### config.mk
export PLATFORM = sky130hd
export DESIGN_NAME = gdfs_top
export DESIGN_NICKNAME = d
export VERILOG_FILES = /design/src/rtl/gdfs_pkg.sv /design/src/rtl/gdfs_top.sv
export SDC_FILE = /design/constraint.sdc
export NUM_CORES = 1
export LEC_CHECK = 0
export BUFFER_PORTS_ARGS = -buffer_cell sky130_fd_sc_hd__buf_4
export CAP_MARGIN = 20
export CORE_MARGIN = 3
export CORE_UTILIZATION = 61
export DETAILED_ROUTE_END_ITERATION = 8
export PLACE_DENSITY = 0.8
export SYNTH_ARGS = -nofsm -noshare
export SYNTH_HDL_FRONTEND = slang
export SYNTH_SLANG_ARGS = --single-unit
### constraint.sdc
create_clock -name i_core_clk -period 3.1 [get_ports i_core_clk]
set_input_delay 0.155 -clock i_core_clk [delete_from_list [all_inputs] [get_ports i_core_clk]]
set_output_delay 0.155 -clock i_core_clk [all_outputs]
set_load 0.03 [all_outputs]
### src/rtl/gdfs_pkg.sv
// Package for the gate driver fault supervisor: register map, fields, timing.
// Assumes a 250 MHz core clock and a simple strobe register port.
package gdfs_pkg;
  localparam int unsigned CLK_MHZ        = 250;
  localparam int unsigned PULSE_US       = 56;
  localparam int unsigned PULSE_CYC      = PULSE_US * CLK_MHZ;
  localparam logic [3:0]  ADDR_STAT1     = 4'h1;
  localparam logic [3:0]  ADDR_STAT2     = 4'h2;
  localparam logic [3:0]  ADDR_LS_DRV    = 4'h5;
  localparam logic [3:0]  ADDR_HS_DRV    = 4'h6;
  localparam logic [3:0]  ADDR_CTRL      = 4'h9;
  localparam logic [3:0]  ADDR_CSA       = 4'ha;
  localparam int unsigned TDRV_LSB       = 8;
  localparam int unsigned CLR_BIT        = 1;
  localparam int unsigned GCHK_DIS_BIT   = 8;
  localparam int unsigned FAULT_SUM_BIT  = 10;
  localparam logic [10:0] CSA_RESET      = 11'h000;
  localparam logic [15:0] LS_DRV_RESET   = 16'h0000;
  localparam logic [15:0] HS_DRV_RESET   = 16'h0000;
  localparam logic [15:0] CTRL_RESET     = 16'h0000;
  localparam int unsigned GAIN_LSB       = 0;
  localparam int unsigned BIAS_BIT       = 6;
  localparam int unsigned BLANK_LSB      = 7;
  localparam int unsigned CAL_LSB        = 8;
  localparam logic [15:0] GATE_DRIVE_TIMER_CYC0    = 16'h0032;
  localparam logic [15:0] GATE_DRIVE_TIMER_CYC1    = 16'h0064;
  localparam logic [15:0] GATE_DRIVE_TIMER_CYC2    = 16'h00fa;
  localparam logic [15:0] GATE_DRIVE_TIMER_CYC3    = 16'h01f4;
  localparam logic [15:0] BLANK_CYC1     = 16'h0064;
  localparam logic [15:0] BLANK_CYC2     = 16'h00c8;
  localparam logic [15:0] BLANK_CYC3     = 16'h0190;
  typedef enum logic [1:0] {GD_IDLE, GD_STRONG, GD_HOLD, GD_FAIL} gdfs_gate_t;
endpackage

### src/rtl/gdfs_top.sv
// Supervisor logic of a three-phase gate driver: drive timer, blanking, faults.
// Assumes gate feedback and condition inputs come from analog pins off-clock.
//
// Design decisions made here: the register offsets and the plain strobed port.
`timescale 1ns/1ns
module gdfs_top
  import gdfs_pkg::*;
#(
  parameter int unsigned PULSE_CYCLES = PULSE_CYC
) (
  input  wire logic        i_core_clk,
  input  wire logic        i_reset,
  input  wire logic [3:0]  i_addr,
  input  wire logic [15:0] i_wdata,
  input  wire logic        i_wr,
  input  wire logic        i_rd,
  output logic      [15:0] o_rdata,
  input  wire logic [5:0]  i_pwm_cmd,
  input  wire logic [5:0]  i_gate_fb,
  input  wire logic        i_gate_enable,
  input  wire logic [3:0]  i_warn_cond,
  input  wire logic [1:0]  i_thermal_flags,
  input  wire logic [2:0]  i_fault_cond,
  input  wire logic        i_reg_window_ok,
  input  wire logic        i_watchdog_fault,
  output logic      [5:0]  o_gate_drive,
  output logic      [5:0]  o_hold_current,
  output logic      [5:0]  o_gate_hiz,
  output logic             o_csa_blank,
  output logic      [5:0]  o_csa_gain,
  output logic             o_csa_bias_quarter,
  output logic      [2:0]  o_csa_cal,
  output logic             o_error_indicator_pin_oe,
  output logic             o_error_indicator_pin_o,
  output logic             o_supply_good_output
);
  localparam int NS = 16;
  // Every stage resets to the idle pin levels so no false edge follows reset.
  localparam logic [NS-1:0] SYNC_IDLE = {1'b1, 15'h0000};
  logic [NS-1:0] sy1_q, sy2_q, sy3_q, st_q;
  logic [NS-1:0] raw;
  assign raw = {i_reg_window_ok, i_fault_cond, i_thermal_flags, i_warn_cond, i_gate_fb};
  always_ff @(posedge i_core_clk) begin
    if (i_reset) begin
      sy1_q <= SYNC_IDLE;
      sy2_q <= SYNC_IDLE;
      sy3_q <= SYNC_IDLE;
      st_q  <= SYNC_IDLE;
    end else begin
      sy1_q <= raw;
      sy2_q <= sy1_q;
      sy3_q <= sy2_q;
      for (int k = 0; k < NS; k++) begin
        if (sy2_q[k] == sy3_q[k]) begin
          st_q[k] <= sy3_q[k];
        end
      end
    end
  end
  logic [5:0] fb;
  logic [3:0] warn;
  logic [1:0] therm;
  logic [2:0] fcond;
  logic       win_ok, en_s;
  assign fb     = st_q[5:0];
  assign warn   = st_q[9:6];
  assign therm  = st_q[11:10];
  assign fcond  = st_q[14:12];
  assign win_ok = st_q[15];
  // Enable and watchdog have their own chains; the enable feeds an edge detector.
  logic [2:0] en1_q;
  logic       en_q, wd_q;
  logic [2:0] wd1_q;
  always_ff @(posedge i_core_clk) begin
    if (i_reset) begin
      en1_q <= '0;
      en_q  <= 1'b0;
      wd1_q <= '0;
      wd_q  <= 1'b0;
    end else begin
      en1_q <= {en1_q[1:0], i_gate_enable};
      if (en1_q[1] == en1_q[2]) begin
        en_q <= en1_q[2];
      end
      wd1_q <= {wd1_q[1:0], i_watchdog_fault};
      if (wd1_q[1] == wd1_q[2]) begin
        wd_q <= wd1_q[2];
      end
    end
  end
  assign en_s = en_q;

  function automatic logic [15:0] gate_drive_timer_cyc(input logic [1:0] sel);
    case (sel)
      2'd0:    gate_drive_timer_cyc = GATE_DRIVE_TIMER_CYC0;
      2'd1:    gate_drive_timer_cyc = GATE_DRIVE_TIMER_CYC1;
      2'd2:    gate_drive_timer_cyc = GATE_DRIVE_TIMER_CYC2;
      default: gate_drive_timer_cyc = GATE_DRIVE_TIMER_CYC3;
    endcase
  endfunction

  // Registers.
  logic [15:0] ls_drv_q, hs_drv_q, ctrl_q;
  logic [10:0] csa_q;
  logic        fault_q, en_prev_q;
  logic [2:0]  ftype_q;
  logic [5:0]  gfail_q;
  logic [3:0]  wstat_q, wack_q;
  logic        clr_done;
  assign clr_done = ctrl_q[CLR_BIT] & ~fault_q;
  always_ff @(posedge i_core_clk) begin
    if (i_reset) begin
      ls_drv_q <= LS_DRV_RESET;
      hs_drv_q <= HS_DRV_RESET;
      ctrl_q   <= CTRL_RESET;
      csa_q    <= CSA_RESET;
    end else begin
      if (i_wr && i_addr == ADDR_LS_DRV) begin
        ls_drv_q <= i_wdata;
      end else if (i_wr && i_addr == ADDR_HS_DRV) begin
        hs_drv_q <= i_wdata;
      end else if (i_wr && i_addr == ADDR_CSA) begin
        csa_q <= i_wdata[10:0];
      end
      if (i_wr && i_addr == ADDR_CTRL) begin
        ctrl_q <= i_wdata;
      end else if (clr_done) begin
        ctrl_q[CLR_BIT] <= 1'b0;
      end
    end
  end

  // Gate drive timer per output: low sides are bits 2:0, high sides 5:3.
  gdfs_gate_t  gst_q [6];
  logic [15:0] gcnt_q [6];
  logic [5:0]  cmd_q;
  always_ff @(posedge i_core_clk) begin
    if (i_reset) begin
      cmd_q <= '0;
      for (int g = 0; g < 6; g++) begin
        gst_q[g]  <= GD_IDLE;
        gcnt_q[g] <= '0;
      end
    end else begin
      cmd_q <= i_pwm_cmd;
      for (int g = 0; g < 6; g++) begin
        if (fault_q) begin
          gst_q[g] <= GD_IDLE;
        end else if (i_pwm_cmd[g] != cmd_q[g]) begin
          gst_q[g]  <= GD_STRONG;
          gcnt_q[g] <= gate_drive_timer_cyc(g < 3 ? ls_drv_q[TDRV_LSB+:2] : hs_drv_q[TDRV_LSB+:2]);
        end else if (gst_q[g] == GD_STRONG) begin
          if (gcnt_q[g] > 16'h0001) begin
            gcnt_q[g] <= gcnt_q[g] - 16'h0001;
          end else if (fb[g] != cmd_q[g] && !ctrl_q[GCHK_DIS_BIT]) begin
            gst_q[g] <= GD_FAIL;
          end else begin
            gst_q[g] <= GD_HOLD;
          end
        end else if (gst_q[g] == GD_FAIL) begin
          gst_q[g] <= GD_IDLE;
        end
      end
    end
  end
  logic [5:0] gfail_now;
  always_comb begin
    for (int g = 0; g < 6; g++) begin
      gfail_now[g] = (gst_q[g] == GD_FAIL);
    end
  end

  // Fault latch and recovery.
  logic       any_fault, cond_gone;
  assign any_fault = |fcond | |gfail_now;
  assign cond_gone = ~|fcond;
  always_ff @(posedge i_core_clk) begin
    if (i_reset) begin
      fault_q   <= 1'b0;
      ftype_q   <= '0;
      gfail_q   <= '0;
      en_prev_q <= 1'b0;
    end else begin
      en_prev_q <= en_s;
      if (any_fault) begin
        fault_q <= 1'b1;
        ftype_q <= ftype_q | fcond;
        gfail_q <= gfail_q | gfail_now;
      end else if (cond_gone && (ctrl_q[CLR_BIT] || (en_prev_q && !en_s))) begin
        fault_q <= 1'b0;
        ftype_q <= '0;
        gfail_q <= '0;
      end
    end
  end

  // Warnings: status follows condition; read of status 2 acknowledges pin report.
  logic warn_ack_rd;
  assign warn_ack_rd = i_rd && i_addr == ADDR_STAT2;
  always_ff @(posedge i_core_clk) begin
    if (i_reset) begin
      wstat_q <= '0;
      wack_q  <= '0;
    end else begin
      wstat_q <= warn;
      for (int w = 0; w < 4; w++) begin
        if (!warn[w]) begin
          wack_q[w] <= 1'b0;
        end else if (warn_ack_rd && wstat_q[w]) begin
          wack_q[w] <= 1'b1;
        end
      end
    end
  end
  logic warn_pend;
  assign warn_pend = |(wstat_q & ~wack_q & warn);

  // Error pin: steady low on fault, 56 us low/high toggling for warnings.
  logic [15:0] wcnt_q;
  logic        wph_q;
  always_ff @(posedge i_core_clk) begin
    if (i_reset) begin
      wcnt_q <= '0;
      wph_q  <= 1'b0;
      o_error_indicator_pin_oe <= 1'b0;
      o_error_indicator_pin_o  <= 1'b0;
    end else begin
      o_error_indicator_pin_o <= 1'b0;
      if (fault_q || any_fault) begin
        o_error_indicator_pin_oe <= 1'b1;
        wcnt_q <= '0;
        wph_q  <= 1'b0;
      end else if (warn_pend) begin
        o_error_indicator_pin_oe <= ~wph_q;
        if (wcnt_q == 16'(PULSE_CYCLES - 1)) begin
          wcnt_q <= '0;
          wph_q  <= ~wph_q;
        end else begin
          wcnt_q <= wcnt_q + 16'h0001;
        end
      end else begin
        o_error_indicator_pin_oe <= 1'b0;
        wcnt_q <= '0;
        wph_q  <= 1'b0;
      end
    end
  end

  // Supply-good: fixed low period on window exit, then wait for recovery.
  logic [15:0] pcnt_q;
  always_ff @(posedge i_core_clk) begin
    if (i_reset) begin
      pcnt_q <= '0;
      o_supply_good_output <= 1'b0;
    end else begin
      if (!win_ok && o_supply_good_output) begin
        // The load edge already starts the low period, so one cycle less is counted.
        pcnt_q <= 16'(PULSE_CYCLES - 1);
        o_supply_good_output <= 1'b0;
      end else if (pcnt_q != 16'h0000) begin
        pcnt_q <= pcnt_q - 16'h0001;
      end else begin
        o_supply_good_output <= win_ok && !wd_q;
      end
    end
  end

  // Blanking of amplifier outputs on any gate edge.
  logic [15:0] bcnt_q;
  logic [15:0] blank_len;
  always_comb begin
    case (csa_q[BLANK_LSB+:1] == 1'b0 ? 2'd0 : 2'd1)
      2'd0:    blank_len = 16'h0000;
      default: blank_len = BLANK_CYC1;
    endcase
  end
  always_ff @(posedge i_core_clk) begin
    if (i_reset) begin
      bcnt_q      <= '0;
      o_csa_blank <= 1'b0;
    end else begin
      if (|(o_gate_drive ^ (i_pwm_cmd & ~{6{fault_q | any_fault}})) && blank_len != 16'h0) begin
        bcnt_q      <= blank_len;
        o_csa_blank <= 1'b1;
      end else if (bcnt_q > 16'h0001) begin
        bcnt_q <= bcnt_q - 16'h0001;
      end else begin
        bcnt_q      <= '0;
        o_csa_blank <= 1'b0;
      end
    end
  end

  // Drive outputs.
  always_ff @(posedge i_core_clk) begin
    if (i_reset) begin
      o_gate_drive       <= '0;
      o_hold_current     <= '0;
      o_gate_hiz         <= 6'h3f;
      o_csa_gain         <= '0;
      o_csa_bias_quarter <= 1'b0;
      o_csa_cal          <= '0;
    end else begin
      o_gate_drive <= (fault_q || any_fault) ? 6'h00 : i_pwm_cmd;
      o_gate_hiz   <= {6{fault_q || any_fault}};
      for (int g = 0; g < 6; g++) begin
        o_hold_current[g] <= (gst_q[g] == GD_HOLD);
      end
      o_csa_gain         <= csa_q[5:0];
      o_csa_bias_quarter <= csa_q[BIAS_BIT];
      o_csa_cal          <= csa_q[CAL_LSB+:3];
    end
  end

  // Read port.
  always_ff @(posedge i_core_clk) begin
    if (i_reset) begin
      o_rdata <= '0;
    end else if (i_rd) begin
      if (i_addr == ADDR_STAT1) begin
        o_rdata <= {5'h00, fault_q, 1'b0, ftype_q, gfail_q};
      end else if (i_addr == ADDR_STAT2) begin
        o_rdata <= {10'h000, therm, wstat_q};
      end else if (i_addr == ADDR_LS_DRV) begin
        o_rdata <= ls_drv_q;
      end else if (i_addr == ADDR_HS_DRV) begin
        o_rdata <= hs_drv_q;
      end else if (i_addr == ADDR_CTRL) begin
        o_rdata <= ctrl_q;
      end else if (i_addr == ADDR_CSA) begin
        o_rdata <= {5'h00, csa_q};
      end else begin
        o_rdata <= '0;
      end
    end else begin
      o_rdata <= '0;
    end
  end

  fault_pin_low_a: assert property (@(posedge i_core_clk) disable iff (i_reset)
    fault_q |=> o_error_indicator_pin_oe)
    else $error("error pin not low during fault");
  fault_hiz_a: assert property (@(posedge i_core_clk) disable iff (i_reset)
    fault_q |=> (o_gate_hiz == 6'h3f && o_gate_drive == 6'h00))
    else $error("gates not high impedance in fault");
  fault_latch_a: assert property (@(posedge i_core_clk) disable iff (i_reset)
    (fault_q && !ctrl_q[CLR_BIT] && !(en_prev_q && !en_s)) |=> fault_q)
    else $error("fault released without recovery");
  clr_self_a: assert property (@(posedge i_core_clk) disable iff (i_reset)
    (clr_done && !(i_wr && i_addr == ADDR_CTRL)) |=> !ctrl_q[CLR_BIT])
    else $error("clear bit did not self clear");
  pgood_low_a: assert property (@(posedge i_core_clk) disable iff (i_reset)
    (!win_ok && o_supply_good_output) |=> !o_supply_good_output [*8])
    else $error("supply good not held low");
  idle_release_a: assert property (@(posedge i_core_clk) disable iff (i_reset)
    (!fault_q && !any_fault && !warn_pend) |=> !o_error_indicator_pin_oe)
    else $error("error pin driven with nothing pending");
  ack_stop_a: assert property (@(posedge i_core_clk) disable iff (i_reset)
    (warn_ack_rd && warn == wstat_q && !fault_q)
      ##1 ($stable(warn) && !fault_q && !any_fault)
      |=> !o_error_indicator_pin_oe)
    else $error("acknowledged warning still reported");
  gate_check_off_a: assert property (@(posedge i_core_clk) disable iff (i_reset)
    ctrl_q[GCHK_DIS_BIT] && $stable(ctrl_q) |=> ~|gfail_now)
    else $error("gate fault while check disabled");
endmodule
### After elaboration in Yosys (flattened, before gate mapping)

Memories as Yosys holds them, arrays and structs flattened.
Index checks and enable logic that the tools add are counted.

* bits in writable memories: 108
* output and inout port bits: 48
* bits in registers: 247
* memories: 2
* word-level logic and storage cells: 517

Memory list
* gcnt_q: words 6, bits a word 16, rd ports 6, clocked after memory_dff 0, wr ports 6, line gdfs_top.sv:135 `logic [15:0] gcnt_q [6];`
* gst_q: words 6, bits a word 2, rd ports 6, clocked after memory_dff 0, wr ports 6, line gdfs_top.sv:134 `gdfs_gate_t gst_q [6];`

* bitwise operators: 63
* reduce and logical (&&, ||, !) cells: 51
* $add $sub $neg: 9
* eq/ne operators: 60
* magnitude comparators: 7
* mux-type cells: 271

Operator list (number)
* 16-bit 2-to-1 mux: 35
* 1-bit 2-to-1 mux: 194
* 16-bit by 1-bit subtractor with 16-bit output (second input constant): 8
* 16-bit by 1-bit > comparator with 1-bit output (second input constant): 7
* 2-bit 2-to-1 mux: 30
* 9-bit one-hot mux with 3 select lines: 2
* 1-bit OR: 44
* 11-bit 2-to-1 mux: 3
* 16-bit nonzero test: 2
* 2-bit equality test (second input constant): 14
* 14-bit 2-to-1 mux: 2
* 1-bit logical AND: 20
* 1-bit equality test: 18
* 16-bit by 1-bit adder with 16-bit output (second input constant): 1
* 16-bit by 14-bit equality test with 1-bit output (second input constant): 1
* 2-bit by 1-bit equality test with 1-bit output (second input constant): 8
* 2-bit OR reduction: 7
* 6-bit 2-to-1 mux: 2
* 1-bit inequality test: 12
* 4-bit OR reduction: 3
* 6-bit OR reduction: 2
* 1-bit inverter: 10
* 4-bit bitwise AND: 2
* 4-bit by 3-bit equality test with 1-bit output (second input constant): 2
* 20 further kinds: 32

### Logic depth before layout (Yosys ltp)

* word-level depth: 12
* depth in mapped cells: 9

### Least setup slack after synthesis

OpenSTA, ideal clock, no wires.

* path type: flip-flop to flip-flop
* start point: mem gcnt_q[5][9]
* end point: mem gcnt_q[5][0] (enable)
* data required time: 2.678 ns
* path buffers: 2
* setup time: 0.422 ns
* arrival: 2.378 ns
* cell stages (with the launch flop): 8
* setup slack: 0.300 ns
* path through: edfxtp_1 > or4_1 > nor4_1 > o2111ai_1 > nand2b_1 > buf_2 > buf_2 > o211ai_1

RTL lines (line)
* from (decl): gdfs_top.sv:135

==> results.py <==
metrics = {
    "placed_design": {
        "hpwl_microns": 22930,
        "placed_area_sq_um": 16140,
        "dp_slack_ns": 0.5117,
        "place_congestion": 0.8294,
        "io_buffers": 94,
    },
    "detailed_routing": {
        "dr_total_vias": 11840,
        "detail-route-antenna-nets": 0,
        "wl_microns": 34390,
        "remaining_drc_errors": 0,
        "vias_per_cell": 5.755,
        "drtIter0Drc": 1168,
        "post_drt_wl_per_cell_microns": 16.72,
        "firstDrtPassIters": 6,
    },
    "critical_path": {
        "arrival_ns": 2.85,
        "path_max_fanout": 16,
        "path_delay_family": "simple AND/OR/NAND/NOR gates",
        "path_buf_inv": 1,
        "slowest_stage": "or3_1",
        "slowest_delay_ns": 0.46,
        "crit_chain": "or3_1 -> or3_1 -> or3_1 -> nand2b_1 -> nand3_1 -> buf_4",
        "start_kind": "register",
        "critical_path_class": "reg2reg",
        "critPathRequiredTime_ns": 3.35,
        "cp-end-kind": "register",
        "worst-r2r-setup-slack_ns": 0.50,
        "cpMostUsedCell": "or3_1",
    },
    "sta": {
        "grt_setup_unrepaired": "false",
        "setup-tns-final_ns": 0,
        "max-slew-margin-rel_pct": 31.44,
        "tightest_slew_ns": 1.028,
        "drv_slew": 0,
        "hold_viol": 0,
        "setup_viol": 0,
        "min_period_over_period_pct": 83.86,
        "fmax_mhz": 384.7,
        "period_needed_ns": 2.600,
        "setup_ws_ns": 0.5003,
        "fin_worst_skew_ns": 0.01150,
        "hold_ws_ns": 0.05094,
    },
    "cts": {
        "cts_max_level": 2,
        "clkSlewWorstSetupHoldPaths_ns": 0.06,
        "clk_path_buf_depth": 3,
        "clock_sinks": 355,
        "cts_tree": "done",
        "cts_buffers": 37,
        "root_buffer": "clkbuf_16",
        "worstSkewPairLatency_ns": 0.51,
    },
    "finish": {
        "fin_util_pct": 72.87,
        "synthToLayoutAreaGrowth_pct": 17.34,
        "final_common_cell": "dfxtp_1",
        "finalInstanceArea_sq_um": 17770,
        "drive_gt1_share_pct": 12.23,
        "nets": 1769,
        "layout_common_cells": "dfxtp_1 (247), nand2_1 (186), nor2_1 (165)",
        "diodes": 0,
    },
    "synthesis": {
        "synth-edff-count": 108,
        "synth.net_count": 1644,
        "syn_avg_cell_area_sq_um": 9.588,
        "synth-seq-area-share_pct": 54.05,
        "ys_ff_latch": 355,
        "netlist_top_cells_area": "dfxtp_1 (33%), edfxtp_1 (21%), xnor2_1 (4.6%), nand2_1 (4.6%), a21oi_1 (4.6%)",
        "synthArstFlopShare_pct": 0,
        "yosysTopAreaCell": "dfxtp_1",
        "synth-main-ff-cell": "dfxtp_1",
        "synth_area_sq_um": 15150,
        "synth_cell_types": 59,
        "syn_inst": 1580,
        "ys_warn_count": 0,
        "synth_top_area_share_pct": 32.64,
    },
    "die": {
        "num_rows": 57,
        "dieArea_sq_um": 26760,
        "die_h_microns": 163.6,
        "core-area_sq_um": 24390,
        "initial_core_util_pct": 62.11,
        "die_w_microns": 163.6,
        "ios": 96,
    },
    "global_routing": {
        "grt_pass1_vias": 11480,
        "antenna_found_initial": 0,
        "grt_remaining_overflow": 0,
        "grt_pass1_wl_microns": 55990,
        "grt_max_degree": 104,
        "grtUsageTotal_pct": 25.52,
    },
    "power_and_ir_drop": {
        "pwr_density_cell_nw_per_um2": 698.1,
        "p_leak_nw": 6.436,
        "vdd_drop_max_uv": 501.4,
    },
    "run_status": {
        "outcome": "finished clean",
    },
    "job": {
        "drv_cap": 0,
    },
    "worst_hold_path": {
        "worstHoldPathType": "in2reg",
    },
}
[report_power, final]
| part | internal (W) | switching, W | total (W) |
|---|---|---|---|
| Sequential | 0.00524 | 0.000397 | 0.00563 |
| Combinational | 0.00106 | 0.00134 | 0.00239 |
| Clock | 0.00263 | 0.00175 | 0.00438 |
| Total | 0.00893 | 0.00348 | 0.0124 |
[layer usage]
metal / GRT usage (%) / routed length, microns
met5: 0 / 0
met4: 8.535 / 888
met3: 4.032 / 2115
met2: 42.00 / 16140
met1: 34.62 / 15250
[registers in the layout (all words and copies together), names as in the netlist, 12 cells and up]
| signal | cells |
|---|---|
| wcnt_q | 16 |
| sy2_q | 16 |
| pcnt_q | 16 |
| sy3_q | 16 |
| ctrl_q | 16 |
| sy1_q | 16 |
| gst_q | 12 |
| gcnt_q | 96 |
| hs_drv_q | 16 |
| ls_drv_q | 16 |
| st_q | 16 |
| bcnt_q | 16 |
| o_rdata | 16 |
[path summary, 6_finish.rpt]
| check | cells past startpoint | to | start |
|---|---|---|---|
| setup / recovery | 6 | gcnt_q[4][4]$_SDFFCE_PN0P_ | gcnt_q[4][9]$_SDFFCE_PN0P_ |
| hold / removal | 3 | o_rdata[8]$_SDFF_PP0_ | i_addr[3] |
| setup reg to reg | 6 | gcnt_q[4][4]$_SDFFCE_PN0P_ | gcnt_q[4][9]$_SDFFCE_PN0P_ |
| hold reg to reg | 1 | sy2_q[15]$_SDFF_PP1_ | sy1_q[15]$_SDFF_PP1_ |
[worst min-delay path, cell delays in order]
cell	delay [ns]
buf_4	0.14
o21ai_0	0.11
a21oi_1	0.12
[stage by stage]
| step | total power, W | instances |
|---|---|---|
| after global placement | 0.007953 | 1949 |
| after CTS | 0.01245 | 2057 |
| after detailed placement | 0.008032 | 1949 |
| after floorplan | 0.007433 | 1580 |
| final | 0.01241 | 2057 |
| after global routing | 0.01299 | 2057 |
[repair_timing]
| item | CTS | global route |
|---|---|---|
| hold buffers | 41 | 0 |
| endpoints found under the setup margin | 0 | 0 |
| buffers inserted | 0 | 0 |
| gates resized for setup | 0 | 0 |
| hold endpoints to repair | 91 | 0 |
[synth_stat cells, types with 4 or more instances]
library cell / instances
and3_1: 23
a31oi_1: 9
or2_2: 13
nand3b_1: 5
xnor2_1: 80
or4_1: 16
o21ai_0: 43
inv_1: 38
buf_4: 7
o22ai_1: 50
a22o_1: 8
nand2_1: 186
nand3_1: 31
a21oi_1: 138
mux2_2: 7
edfxtp_1: 108
clkbuf_1: 53
nor3_1: 34
o41ai_1: 5
o31ai_1: 6
nor4_1: 32
buf_1: 4
ha_1: 16
or3_1: 24
nand4_1: 7
a22oi_1: 6
xor2_1: 49
nand2b_1: 16
nor2_1: 165
nor2b_1: 84
and2_1: 8
buf_2: 12
a222oi_1: 7
dfxtp_1: 247
[cell type report]
class | count | area, sq um
flip-flops and latches | 355 | 8188
fillers | 1722 | 6616
multi-input cells | 1111 | 6491
repair buffers | 162 | 1319
clock buffers | 57 | 1145
well taps | 324 | 405.4
inverters | 38 | 142.6
clock inverters | 10 | 83.83
[kinds of logic (layout without fill, tap and decap cells)]
| kind of cell | after synthesis | after routing | share of synthesized area (%) |
|---|---|---|---|
| other cells | 1 | 1 | 0.02476 |
| buf+inv | 114 | 267 | 3.097 |
| xor+xnor | 129 | 129 | 7.458 |
| compound gates | 297 | 297 | 11.98 |
| simple gates | 661 | 661 | 21.55 |
| flops | 355 | 355 | 54.05 |
| mux | 7 | 7 | 0.5204 |
| fa+ha+maj | 16 | 16 | 1.322 |
No activity file was read; power rests on OpenSTA's default activity.
